--- src/core/dsnx_pkg.sv ---
// shared constants and types of the debug sequencer next-state block
// assumes a classic wishbone master with 32-bit data and byte addresses
package dsnx_pkg;
	localparam int DSNX_ADR_W = 8;
	localparam int DSNX_DAT_W = 32;
	localparam int DSNX_SEL_W = 4;
	localparam int DSNX_CH_N = 4;
	// register indices, byte address is four times the index
	localparam logic [5:0] DSNX_IDX_CTL = 6'h26;
	localparam logic [5:0] DSNX_IDX_SCR = 6'h27;
	// debug_control_one fields
	localparam int DSNX_CTL_ARM_BIT = 7;
	localparam int DSNX_CTL_VIEW_LSB = 0;
	localparam logic [7:0] DSNX_CTL_RESET = 8'h00;
	localparam logic [7:0] DSNX_CTL_MASK = 8'h83;
	// state select registers: next_state_select in bits 3..0
	localparam logic [7:0] DSNX_SCR_RESET = 8'h00;
	localparam logic [7:0] DSNX_SCR_MASK = 8'h0F;
	// register_view_select codes
	localparam logic [1:0] DSNX_VIEW_S1 = 2'h0;
	localparam logic [1:0] DSNX_VIEW_S2 = 2'h1;
	localparam logic [1:0] DSNX_VIEW_S3 = 2'h2;
	localparam logic [1:0] DSNX_VIEW_FLAGS = 2'h3;
	// next_state_select codes
	localparam logic [3:0] DSNX_SC_0 = 4'h0;
	localparam logic [3:0] DSNX_SC_1 = 4'h1;
	localparam logic [3:0] DSNX_SC_2 = 4'h2;
	localparam logic [3:0] DSNX_SC_3 = 4'h3;
	localparam logic [3:0] DSNX_SC_4 = 4'h4;
	localparam logic [3:0] DSNX_SC_5 = 4'h5;
	localparam logic [3:0] DSNX_SC_6 = 4'h6;
	localparam logic [3:0] DSNX_SC_7 = 4'h7;
	localparam logic [3:0] DSNX_SC_8 = 4'h8;
	localparam logic [3:0] DSNX_SC_9 = 4'h9;
	localparam logic [3:0] DSNX_SC_A = 4'hA;
	localparam logic [3:0] DSNX_SC_B = 4'hB;
	localparam logic [3:0] DSNX_SC_C = 4'hC;
	localparam logic [3:0] DSNX_SC_D = 4'hD;
	// seq_idle doubles as "no transition" inside the selection logic
	typedef enum logic [2:0] {
		SEQ_IDLE,
		SEQ_STATE1,
		SEQ_STATE2,
		SEQ_STATE3,
		SEQ_FINAL
	} dsnx_seq_state_t;
	typedef struct packed {
		logic cyc;
		logic stb;
		logic we;
		logic [DSNX_ADR_W-1:0] adr;
		logic [DSNX_SEL_W-1:0] sel;
		logic [DSNX_DAT_W-1:0] dat;
	} dsnx_wb_req_t;
	typedef struct packed {
		logic ack;
		logic [DSNX_DAT_W-1:0] dat;
	} dsnx_wb_rsp_t;
endpackage

--- src/core/dsnx_sequencer.sv ---
// debug trigger state sequencer with next-state selection for state1 and state2
// assumes match inputs come already qualified by comparator enables, on the same clock
`timescale 1ns/10ps
// What this block does
// [RULE_01] state1 code 1000: ch0 to s2, ch2 s3
// [RULE_02] state1 code 1010: ch1 to s2, ch3 s3
// [RULE_03] state1 code 1100: ch0..2 to s2
// [RULE_04] code 0111: ch1 to s3, ch0 final
// [RULE_05] code 1001: ch2 to s3, ch0 final
// [RULE_06] code 1011: ch3 to s3, ch1 final
// [RULE_07] reserved codes never cause a transition
// [RULE_08] state2 codes 0..2: any match to s1/s3/final
// [RULE_09] state2 codes 3..5: only ch3 to s1/s3/final
// [RULE_10] state2 code 0110: ch0 s1, ch1 s3
// [RULE_11] state2 code 1000: ch0 s1, ch2 s3
// [RULE_12] state2 code 1010: ch1 s1, ch3 s3
// [RULE_13] state2 code 1100: ch2 s1, ch3 final
// [RULE_14] state2 code 1101: ch0,1,3 to final
// [RULE_15] simultaneous matches: lowest channel wins
// [RULE_16] a final-state target beats all others
// [RULE_17] state2 register at index 0x27 when view 01
// [RULE_18] state2 register writable only when view 01, unarmed
// [RULE_19] bits 3..0 hold state2 select code
// [RULE_20] software enables comparators for their match channels
// [RULE_21] view 00/01/10 select registers, 11 match flags
// [RULE_22] state1 codes 0..2: any match to s2/s3/final
// [RULE_23] new state registered next edge, one per cycle
module dsnx_sequencer (
	input wire logic core_clk_in,
	input wire logic sys_rst_in,
	input wire dsnx_pkg::dsnx_wb_req_t wb_req_in,
	output dsnx_pkg::dsnx_wb_rsp_t wb_rsp_out,
	input wire logic [dsnx_pkg::DSNX_CH_N-1:0] match_in,
	output dsnx_pkg::dsnx_seq_state_t seq_state_out,
	output logic armed_out,
	output logic [dsnx_pkg::DSNX_CH_N-1:0] match_flags_out
);
	import dsnx_pkg::*;

	dsnx_wb_rsp_t rsp_reg;
	dsnx_seq_state_t state_reg;
	dsnx_seq_state_t state_next;
	logic [7:0] ctl_reg;
	logic [7:0] scr1_reg;
	logic [7:0] scr2_reg;
	logic [7:0] scr3_reg;
	logic [DSNX_CH_N-1:0] flags_reg;
	logic armed_reg;
	logic wr_take;
	logic ctl_wr;
	logic scr_wr;
	logic arm_evt;
	logic disarm_evt;
	logic [1:0] view;
	logic [7:0] rd_mux;

	function automatic logic reg_hit(input logic [DSNX_ADR_W-1:0] adr, input logic [5:0] idx);
		reg_hit = (adr[DSNX_ADR_W-1:2] == idx) && (adr[1:0] == 2'h0);
	endfunction

	// target of one matching channel; back is state2 seen from state1 and state1 from state2
	function automatic dsnx_seq_state_t chan_target(input dsnx_seq_state_t cur, input logic [3:0] code,
			input int ch);
		dsnx_seq_state_t back;
		dsnx_seq_state_t t;
		int solo;
		back = (cur == SEQ_STATE1) ? SEQ_STATE2 : SEQ_STATE1;
		solo = (cur == SEQ_STATE1) ? 2 : 3;
		t = SEQ_IDLE;
		case (code)
			DSNX_SC_0: begin
				t = back; // see [RULE_22] see [RULE_08]
			end
			DSNX_SC_1: begin
				t = SEQ_STATE3; // see [RULE_22] see [RULE_08]
			end
			DSNX_SC_2: begin
				t = SEQ_FINAL; // see [RULE_22] see [RULE_08]
			end
			DSNX_SC_3: begin
				t = (ch == solo) ? back : SEQ_IDLE; // see [RULE_09]
			end
			DSNX_SC_4: begin
				t = (ch == solo) ? SEQ_STATE3 : SEQ_IDLE; // see [RULE_09]
			end
			DSNX_SC_5: begin
				t = (ch == solo) ? SEQ_FINAL : SEQ_IDLE; // see [RULE_09]
			end
			DSNX_SC_6: begin
				if (ch == 0) begin
					t = back; // see [RULE_10]
				end else if (ch == 1) begin
					t = SEQ_STATE3; // see [RULE_10]
				end
			end
			DSNX_SC_7: begin
				if (ch == 0) begin
					t = SEQ_FINAL; // see [RULE_04]
				end else if (ch == 1) begin
					t = SEQ_STATE3; // see [RULE_04]
				end
			end
			DSNX_SC_8: begin
				if (ch == 0) begin
					t = back; // see [RULE_01] see [RULE_11]
				end else if (ch == 2) begin
					t = SEQ_STATE3; // see [RULE_01] see [RULE_11]
				end
			end
			DSNX_SC_9: begin
				if (ch == 0) begin
					t = SEQ_FINAL; // see [RULE_05]
				end else if (ch == 2) begin
					t = SEQ_STATE3; // see [RULE_05]
				end
			end
			DSNX_SC_A: begin
				if (ch == 1) begin
					t = back; // see [RULE_02] see [RULE_12]
				end else if (ch == 3) begin
					t = SEQ_STATE3; // see [RULE_02] see [RULE_12]
				end
			end
			DSNX_SC_B: begin
				if (ch == 1) begin
					t = SEQ_FINAL; // see [RULE_06]
				end else if (ch == 3) begin
					t = SEQ_STATE3; // see [RULE_06]
				end
			end
			DSNX_SC_C: begin
				if (cur == SEQ_STATE1) begin
					t = (ch != 3) ? SEQ_STATE2 : SEQ_IDLE; // see [RULE_03]
				end else if (ch == 2) begin
					t = SEQ_STATE1; // see [RULE_13]
				end else if (ch == 3) begin
					t = SEQ_FINAL; // see [RULE_13]
				end
			end
			DSNX_SC_D: begin
				if (cur == SEQ_STATE2 && ch != 2) begin
					t = SEQ_FINAL; // see [RULE_14]
				end
			end
			default: begin
				t = SEQ_IDLE; // see [RULE_07]
			end
		endcase
		chan_target = t;
	endfunction

	// final wins outright, otherwise the lowest matching channel with a target
	function automatic dsnx_seq_state_t pick_next(input dsnx_seq_state_t cur, input logic [3:0] code,
			input logic [DSNX_CH_N-1:0] m);
		dsnx_seq_state_t best;
		dsnx_seq_state_t t;
		logic got_final;
		best = SEQ_IDLE;
		got_final = 1'b0;
		for (int ch = 0; ch < DSNX_CH_N; ch++) begin
			t = chan_target(cur, code, ch);
			if (m[ch] && t == SEQ_FINAL) begin
				got_final = 1'b1; // see [RULE_16]
			end else if (m[ch] && t != SEQ_IDLE && best == SEQ_IDLE) begin
				best = t; // see [RULE_15]
			end
		end
		pick_next = got_final ? SEQ_FINAL : best;
	endfunction

	assign view = ctl_reg[DSNX_CTL_VIEW_LSB +: 2];
	// a write lands at the edge where the master sees ack
	assign wr_take = wb_req_in.cyc && wb_req_in.stb && wb_req_in.we && rsp_reg.ack && wb_req_in.sel[0];
	assign ctl_wr = wr_take && reg_hit(wb_req_in.adr, DSNX_IDX_CTL);
	assign scr_wr = wr_take && reg_hit(wb_req_in.adr, DSNX_IDX_SCR) && !armed_reg; // see [RULE_18]
	assign arm_evt = ctl_wr && wb_req_in.dat[DSNX_CTL_ARM_BIT] && !armed_reg;
	assign disarm_evt = ctl_wr && !wb_req_in.dat[DSNX_CTL_ARM_BIT];

	always_comb begin
		rd_mux = 8'h00;
		if (reg_hit(wb_req_in.adr, DSNX_IDX_CTL)) begin
			rd_mux = {armed_reg, ctl_reg[6:0]};
		end else if (reg_hit(wb_req_in.adr, DSNX_IDX_SCR)) begin
			if (view == DSNX_VIEW_S1) begin
				rd_mux = scr1_reg; // see [RULE_21]
			end else if (view == DSNX_VIEW_S2) begin
				rd_mux = scr2_reg; // see [RULE_17] see [RULE_21]
			end else if (view == DSNX_VIEW_S3) begin
				rd_mux = scr3_reg; // see [RULE_21]
			end else begin
				rd_mux = {4'h0, flags_reg}; // see [RULE_21]
			end
		end
	end

	always_ff @(posedge core_clk_in) begin
		if (sys_rst_in) begin
			rsp_reg <= '0;
		end else begin
			rsp_reg.ack <= wb_req_in.cyc && wb_req_in.stb && !rsp_reg.ack;
			rsp_reg.dat <= {24'h000000, rd_mux};
		end
	end

	always_ff @(posedge core_clk_in) begin
		if (sys_rst_in) begin
			ctl_reg <= DSNX_CTL_RESET;
			armed_reg <= 1'b0;
		end else if (ctl_wr) begin
			ctl_reg <= wb_req_in.dat[7:0] & DSNX_CTL_MASK;
			armed_reg <= wb_req_in.dat[DSNX_CTL_ARM_BIT];
		end
	end

	always_ff @(posedge core_clk_in) begin
		if (sys_rst_in) begin
			scr1_reg <= DSNX_SCR_RESET;
			scr2_reg <= DSNX_SCR_RESET;
			scr3_reg <= DSNX_SCR_RESET;
		end else if (scr_wr) begin
			if (view == DSNX_VIEW_S1) begin
				scr1_reg <= wb_req_in.dat[7:0] & DSNX_SCR_MASK;
			end else if (view == DSNX_VIEW_S2) begin
				scr2_reg <= wb_req_in.dat[7:0] & DSNX_SCR_MASK; // see [RULE_18] see [RULE_19]
			end else if (view == DSNX_VIEW_S3) begin
				scr3_reg <= wb_req_in.dat[7:0] & DSNX_SCR_MASK;
			end
		end
	end

	// flags hold after the session and clear only on arming
	always_ff @(posedge core_clk_in) begin
		if (sys_rst_in) begin
			flags_reg <= '0;
		end else if (arm_evt) begin
			flags_reg <= '0;
		end else if (armed_reg) begin
			flags_reg <= flags_reg | match_in;
		end
	end

	always_comb begin
		state_next = SEQ_IDLE;
		if (state_reg == SEQ_STATE1) begin
			state_next = pick_next(SEQ_STATE1, scr1_reg[3:0], match_in);
		end else if (state_reg == SEQ_STATE2) begin
			state_next = pick_next(SEQ_STATE2, scr2_reg[3:0], match_in); // see [RULE_19]
		end
	end

	// state3 selection lies outside this block, so state3 holds
	always_ff @(posedge core_clk_in) begin
		if (sys_rst_in) begin
			state_reg <= SEQ_IDLE;
		end else if (arm_evt) begin
			state_reg <= SEQ_STATE1;
		end else if (disarm_evt) begin
			state_reg <= SEQ_IDLE;
		end else if (armed_reg && state_next != SEQ_IDLE) begin
			state_reg <= state_next; // see [RULE_23]
		end
	end

	assign wb_rsp_out = rsp_reg;
	assign seq_state_out = state_reg;
	assign armed_out = armed_reg;
	assign match_flags_out = flags_reg;

	// the sequencer may move: armed and no control write in this cycle
	logic quiet;
	assign quiet = armed_reg && !ctl_wr;
endmodule // dsnx_sequencer

--- config.mk ---
export PLATFORM = sky130hd
export DESIGN_NAME = dsnx_sequencer
export DESIGN_NICKNAME = d
export VERILOG_FILES = /design/src/core/dsnx_pkg.sv /design/src/core/dsnx_sequencer.sv
export SDC_FILE = /design/constraint.sdc
export NUM_CORES = 1
export LEC_CHECK = 0
export ABC_AREA = 1
export BUFFER_PORTS_ARGS = -buffer_cell sky130_fd_sc_hd__buf_2
export CORE_MARGIN = 3
export CORE_UTILIZATION = 48
export CTS_BUF_LIST = sky130_fd_sc_hd__clkbuf_4 sky130_fd_sc_hd__clkbuf_8
export DETAILED_ROUTE_END_ITERATION = 12
export GPL_TIMING_DRIVEN = 1
export MAX_ROUTING_LAYER = met4
export PLACE_DENSITY = 0.8
export SYNTH_ARGS = -nofsm -noshare
export SYNTH_HDL_FRONTEND = slang
export SYNTH_SLANG_ARGS = --single-unit
--- constraint.sdc ---
create_clock -name core_clk_in -period 2.34 [get_ports core_clk_in]
set_clock_uncertainty 0.05 [all_clocks]
set_input_delay 0.585 -clock core_clk_in [delete_from_list [all_inputs] [get_ports core_clk_in]]
set_output_delay 0.585 -clock core_clk_in [all_outputs]
set_load 0.01 [all_outputs]
=== Word-level counts from Yosys, hierarchy flattened ===
Cells that the tools add are included.

* Equal/unequal tests: 39
* Mux-type cells: 68
* Bitwise gates (word level): 3
* Reductions and logical operators: 83

{| class="wikitable"
|+ Operators with widths
! kind !! count
|-
| two-way mux 3 bit || 41
|-
| one-hot mux 3 bit (3 select lines) || 8
|-
| == test 4 bit (second input constant) || 11
|-
| logical AND 1 bit || 36
|-
| == test 4 x 3 -> 1 bit (second input constant) || 8
|-
| nonzero test 3 bit || 10
|-
| OR reduction 3 bit || 10
|-
| == test 3 bit (second input constant) || 8
|-
| OR reduction 4 bit || 5
|-
| zero test 3 bit || 6
|-
| == test 4 x 2 -> 1 bit (second input constant) || 4
|-
| two-way mux 4 bit || 4
|-
| two-way mux 1 bit || 14
|-
| == test 6 bit (second input constant) || 2
|-
| OR reduction 2 bit || 6
|-
| == test 4 x 1 -> 1 bit (second input constant) || 2
|-
| zero test 4 bit || 2
|-
| two-way mux 8 bit || 1
|-
| zero test 2 bit || 2
|-
| OR 4 bit || 1
|-
| AND reduction 4 bit || 1
|-
| == test 3 x 1 -> 1 bit (second input constant) || 1
|-
| == test 3 x 2 -> 1 bit (second input constant) || 1
|-
| zero test 1 bit || 3
|-
| other kinds (5) || 6
|}

* Register bits after elaboration: 55
* Output and inout port bits: 41

=== Depth between registers and ports, before layout ===
* Word-level depth: 35
* Gate-level depth with buffers: 17

=== Worst setup path before layout ===
Ideal clock, no wire load.

* Path kind: input to register
* Start: in wb_req_in[42] in the netlist's numbering
* End: reg scr3_reg[2]
* Library setup time: 0.119 ns
* Arrival time: 1.674 ns
* Data required time: 2.171 ns
* Slack: 0.497 ns
* Cell stages on the path: 8
* Buffers on the path: 0
* Cell sequence: nor4_1 > nand2_1 > nor3_1 > inv_1 > nor2_1 > inv_1 > o21ai_0 > a21oi_1

* Cells in the longest elaborated chain, start to end: 5

{| class="wikitable"
|+ RTL lines
! element !! line !! source
|-
| start: declaration || dsnx_sequencer.sv:31 || <nowiki>input wire dsnx_pkg::dsnx_wb_req_t wb_req_in,</nowiki>
|-
| == test 6 bit || dsnx_sequencer.sv:58 || <nowiki>reg_hit = (adr[DSNX_ADR_W-1:2] == idx) && (adr[1:0] == 2'h0);</nowiki>
|-
| logical AND 1 bit || dsnx_sequencer.sv:58 ||
|-
| logical AND 1 bit (2 in series) || dsnx_sequencer.sv:175 || <nowiki>assign scr_wr = wr_take && reg_hit(wb_req_in.adr, DSNX_IDX_SCR) && !armed_reg;</nowiki>
|-
| AND reduction 4 bit (no line) || n/a ||
|-
| end signal: assignment || dsnx_sequencer.sv:226 || <nowiki>scr3_reg <= wb_req_in.dat[7:0] & DSNX_SCR_MASK;</nowiki>
|-
| end: declaration || dsnx_sequencer.sv:46 || <nowiki>logic [7:0] scr3_reg;</nowiki>
|}

No other way between the ends.
A chain may end at the register's enable or synchronous reset.

=== Worst setup path in the final report ===
* Start: reg scr1_reg[0]
* End: reg state_reg[0] (netlist: seq_state_out[0])

* Cells in the longest elaborated chain, start to end: 28
* Elaborated cells on any way between the ends: 76
* Those cells by class: 16 x eq/ne; 29 x mux; 31 x reduce/logical

{| class="wikitable"
|+ RTL lines
! element !! line !! source
|-
| start: declaration || dsnx_sequencer.sv:44 || <nowiki>logic [7:0] scr1_reg;</nowiki>
|-
| start signal: assignment || dsnx_sequencer.sv:222 || <nowiki>scr1_reg <= wb_req_in.dat[7:0] & DSNX_SCR_MASK;</nowiki>
|-
| == test 4 bit, or another cell as far along || dsnx_sequencer.sv:70 || <nowiki>case (code)</nowiki>
|-
| OR reduction 4 bit (no line) or OR reduction 3 bit (tied branches) || n/a ||
|-
| one-hot mux 3 bit (3 select lines) || dsnx_sequencer.sv:70 ||
|-
| two-way mux 3 bit || dsnx_sequencer.sv:244 || <nowiki>if (state_reg == SEQ_STATE1) begin</nowiki>
|-
| nonzero test 3 bit || dsnx_sequencer.sv:164 || <nowiki>end else if (m[ch] && t != SEQ_IDLE && best == SEQ_IDLE) begin</nowiki>
|-
| logical AND 1 bit || dsnx_sequencer.sv:164 ||
|-
| two-way mux 3 bit || dsnx_sequencer.sv:164 ||
|-
| two-way mux 3 bit || dsnx_sequencer.sv:162 || <nowiki>if (m[ch] && t == SEQ_FINAL) begin</nowiki>
|-
| [... 12 more ...] || n/a ||
|-
| logical AND 1 bit || dsnx_sequencer.sv:164 ||
|-
| two-way mux 3 bit || dsnx_sequencer.sv:164 ||
|-
| two-way mux 3 bit || dsnx_sequencer.sv:162 ||
|-
| two-way mux 3 bit (*) || dsnx_sequencer.sv:168 || <nowiki>pick_next = got_final ? SEQ_FINAL : best;</nowiki>
|-
| two-way mux 3 bit (*) || dsnx_sequencer.sv:244 ||
|-
| nonzero test 3 bit or two-way mux 1 bit (tied branches) || dsnx_sequencer.sv:259 || <nowiki>end else if (armed_reg && state_next != SEQ_IDLE) begin</nowiki>
|-
| logical AND 1 bit or two-way mux 1 bit (tied branches) || dsnx_sequencer.sv:259, dsnx_sequencer.sv:257 ||
|-
| nonzero test 3 bit (no line) or two-way mux 1 bit (tied branches) || n/a ||
|-
| end signal: assignment || dsnx_sequencer.sv:260 || <nowiki>state_reg <= state_next;</nowiki>
|-
| end: declaration || dsnx_sequencer.sv:41 || <nowiki>dsnx_seq_state_t state_reg;</nowiki>
|}

Mark *: on every way between the ends. The rest lies on a longest branch, timed or not. The select of a mux whose other input is x is not followed.

==> out/results.txt <==
Status -> finished clean
Fin. Hold Viols -> 0
Final Setup Violations -> 0
Layout cells sized above 1 -> 0.166
Antenna diodes -> 0
RSZ-0062 raised after global routing -> no
Setup TNS -> 0 ns
Area of the multi-input gates -> 1160 µm²
Flop pwr share -> 0.514
Switching power -> 0.199 mW
Fraction of registers with async set/reset -> 0
Clk_lat worst skew -> 0.27 ns
Synthesized instance count -> 324
Register area -> 561 µm²
Congestion Overflow GR -> 0
GP Congestion -> 0.945
Antenna viol nets, final -> 0
Cts bufs inserted -> 3
I/O pins -> 94
Core area -> 3850 µm²
CP arrival -> 2.13 ns
Critical path class -> flip-flop to flip-flop
Tot GR Track Use -> 0.183
Post-Syn Area -> 2010 µm²
Crit. End Element -> flip-flop
Top cells by count, synth -> 76 x nand2_1, 42 x inv_1, 39 x nor2_1
Max reg flops -> 6
Setup bufs post-CTS -> 0
Clock Path Buffers -> 2
Cts hold-fix bufs -> 0
Hold wc startpoint -> wb_rsp_out[32]$_SDFF_PP0_
Main synth FF type -> dfxtp_1
Vias in the first global route -> 1771
Dominant cells by area after synthesis -> dfxtp_1 28%, nand2_1 14%, buf_4 10%
Utilization after layout -> 0.573
Clock transition at path regs -> 0.09 ns
Peak VDD IR -> 0.292 mV
Layout area overhead -> 9.90%
DR vias -> 2091
Minimum clock period -> 2.01 ns
Gate power share -> 0.088
Resize count post-CTS -> 0
P per Cell Area -> 420 nW/µm²
Setup slack at placement -> 0.244 ns
Clk root buf -> clkbuf_8
Yosys cell types -> 34
Die H -> 70.7 µm
Count leader, synth -> nand2_1
Tot Pwr -> 0.928 mW
CP max FO -> 6
DRC -> 0
Row count -> 22
Flops & latches, synth -> 28
Int Power -> 0.729 mW
Synth warn -> 0
Initial antenna violation count -> 0
Post-synth EDFFs -> 0
Chip width -> 70.7 µm
Required @ worst endpoint -> 2.46 ns
Max-cap viol count -> 0
Sequential fraction of the synthesis area -> 0.279
Clock power share -> 0.398
CTS Sinks -> 28
CP Launch Point -> scr1_reg[0]$_SDFFE_PP0P_
Drt pass-1 iters -> 6
Sw Share -> 0.215
Largest net degree at the start of global routing -> 17
Drt initial violations -> 76
Leakage -> 1.09 nW
WL final -> 4680 µm
Final Max Tran Viols -> 0
Fmax -> 498 MHz
Worst R2R Start -> scr1_reg[0]$_SDFFE_PP0P_
WL/cell -> 11.4 µm
Avg Inst Size Synth -> 6.20 µm²
Synth area leader -> dfxtp_1
H-tree depth -> 1
CP startpoint kind -> flip-flop
HP Class -> flip-flop to flip-flop
Share of the synthesized area in the top cell type -> 0.279
Port Buffers -> 36
HPWL Detailed -> 3860 µm
Final worst slack -> 0.331 ns
Filler Cells Inserted -> 388
Starting Density -> 0.521
First-pass GRT wire length -> 7500 µm
Die ar. -> 5000 µm²
Vias/cell -> 5.10
Fin crit share -> 0.859
Final #Nets -> 416
TritonCTS clock tree -> yes
## cells by family after synthesis
family / count (synthesis) / share of synthesized area
and+or+nand+nor: 156 / 0.339
buffers and inverters: 74 / 0.192
AOI/OAI and AO/OA: 65 / 0.187
DFF: 28 / 0.279
other: 1 / 0.00187
## critical path, stage by stage, from the launching register on
cell     delay (ns)
dfxtp_1        0.49
inv_2          0.10
nor2_2         0.15
nand2_2        0.11
nand3_1        0.11
nand2_1        0.10
a21oi_1        0.14
nand2_1        0.07
nand2_1        0.05
nand2_1        0.07
nand3_2        0.07
nand2_2        0.07
nand2_2        0.07
nand4_2        0.08
nor2_1         0.13
nor2_2         0.05
## cell usage in the layout (no fill, tap or decap)
cell type and n:
a21oi_1 28, nor2_4 1, dfxtp_1 28, o2111ai_1 1, nand4_1 4, nor2_2 4, nor3_1 8, nand4_2 1
buf_2 36, and3_1 1, a21oi_2 1, clkbuf_8 3, buf_4 1, a22oi_1 1, a31oi_1 2, o21a_2 1
inv_2 3, inv_1 42, o21ai_2 1, nand2_1 76, nor3b_1 1, nand2_2 5, nand3_2 2, o21ai_1 1
nor2_1 39, o221ai_1 1, o22ai_1 2, nand3_1 13, bufinv_16 1, a211oi_1 8, o21ai_0 16, conb_1 27
o211ai_1 1, o21bai_1 1, nor4_1 1
## layer usage
| layer | track usage | share of wire |
|---|---|---|
| met1 | 0.242 | 0.45 |
| met2 | 0.294 | 0.46 |
| met3 | 0.0213 | 0.082 |
| met4 | 0.0522 | 0.010 |
| met5 | - | 0 |
## metrics by stage
step	instances	area, µm²	hold WS, ns
final	410	2210	0.408
after global routing	410	2210	0.438
after floorplan	350	2110	0.379
after CTS	410	2210	0.408
after detailed placement	406	2140	0.387
after global placement	406	2140	0.385
## cell type report
cell class	instances	share of cell area
clock inverter	1	0.0136
tap	48	0.0272
inverter	45	0.0765
sequential	28	0.254
multi-input combinational	248	0.525
timing repair buffer	37	0.0850
clock buffer	3	0.0187
## final timing paths
check                                   to  slack, ns  cells past startpoint
max          seq_state_out[0]$_SDFFE_PP0P_       0.33                     15
min              wb_rsp_out[32]$_SDFF_PP0_       0.41                      1
max reg2reg  seq_state_out[0]$_SDFFE_PP0P_       0.33                     15
min reg2reg      wb_rsp_out[32]$_SDFF_PP0_       0.41                      1
## power by group through the flow
stage / logic [mW] / clock network [mW] / registers [mW]
3_3_place_gp: 0.0778 / 0 / 0.488
5_1_grt: 0.0927 / 0.392 / 0.478
3_5_place_dp: 0.0794 / 0 / 0.488
6_report: 0.0813 / 0.370 / 0.477
2_1_floorplan: 0.0801 / 0 / 0.489
4_1_cts: 0.0795 / 0.376 / 0.477
Note: power is estimated with default switching activity, not from simulation.
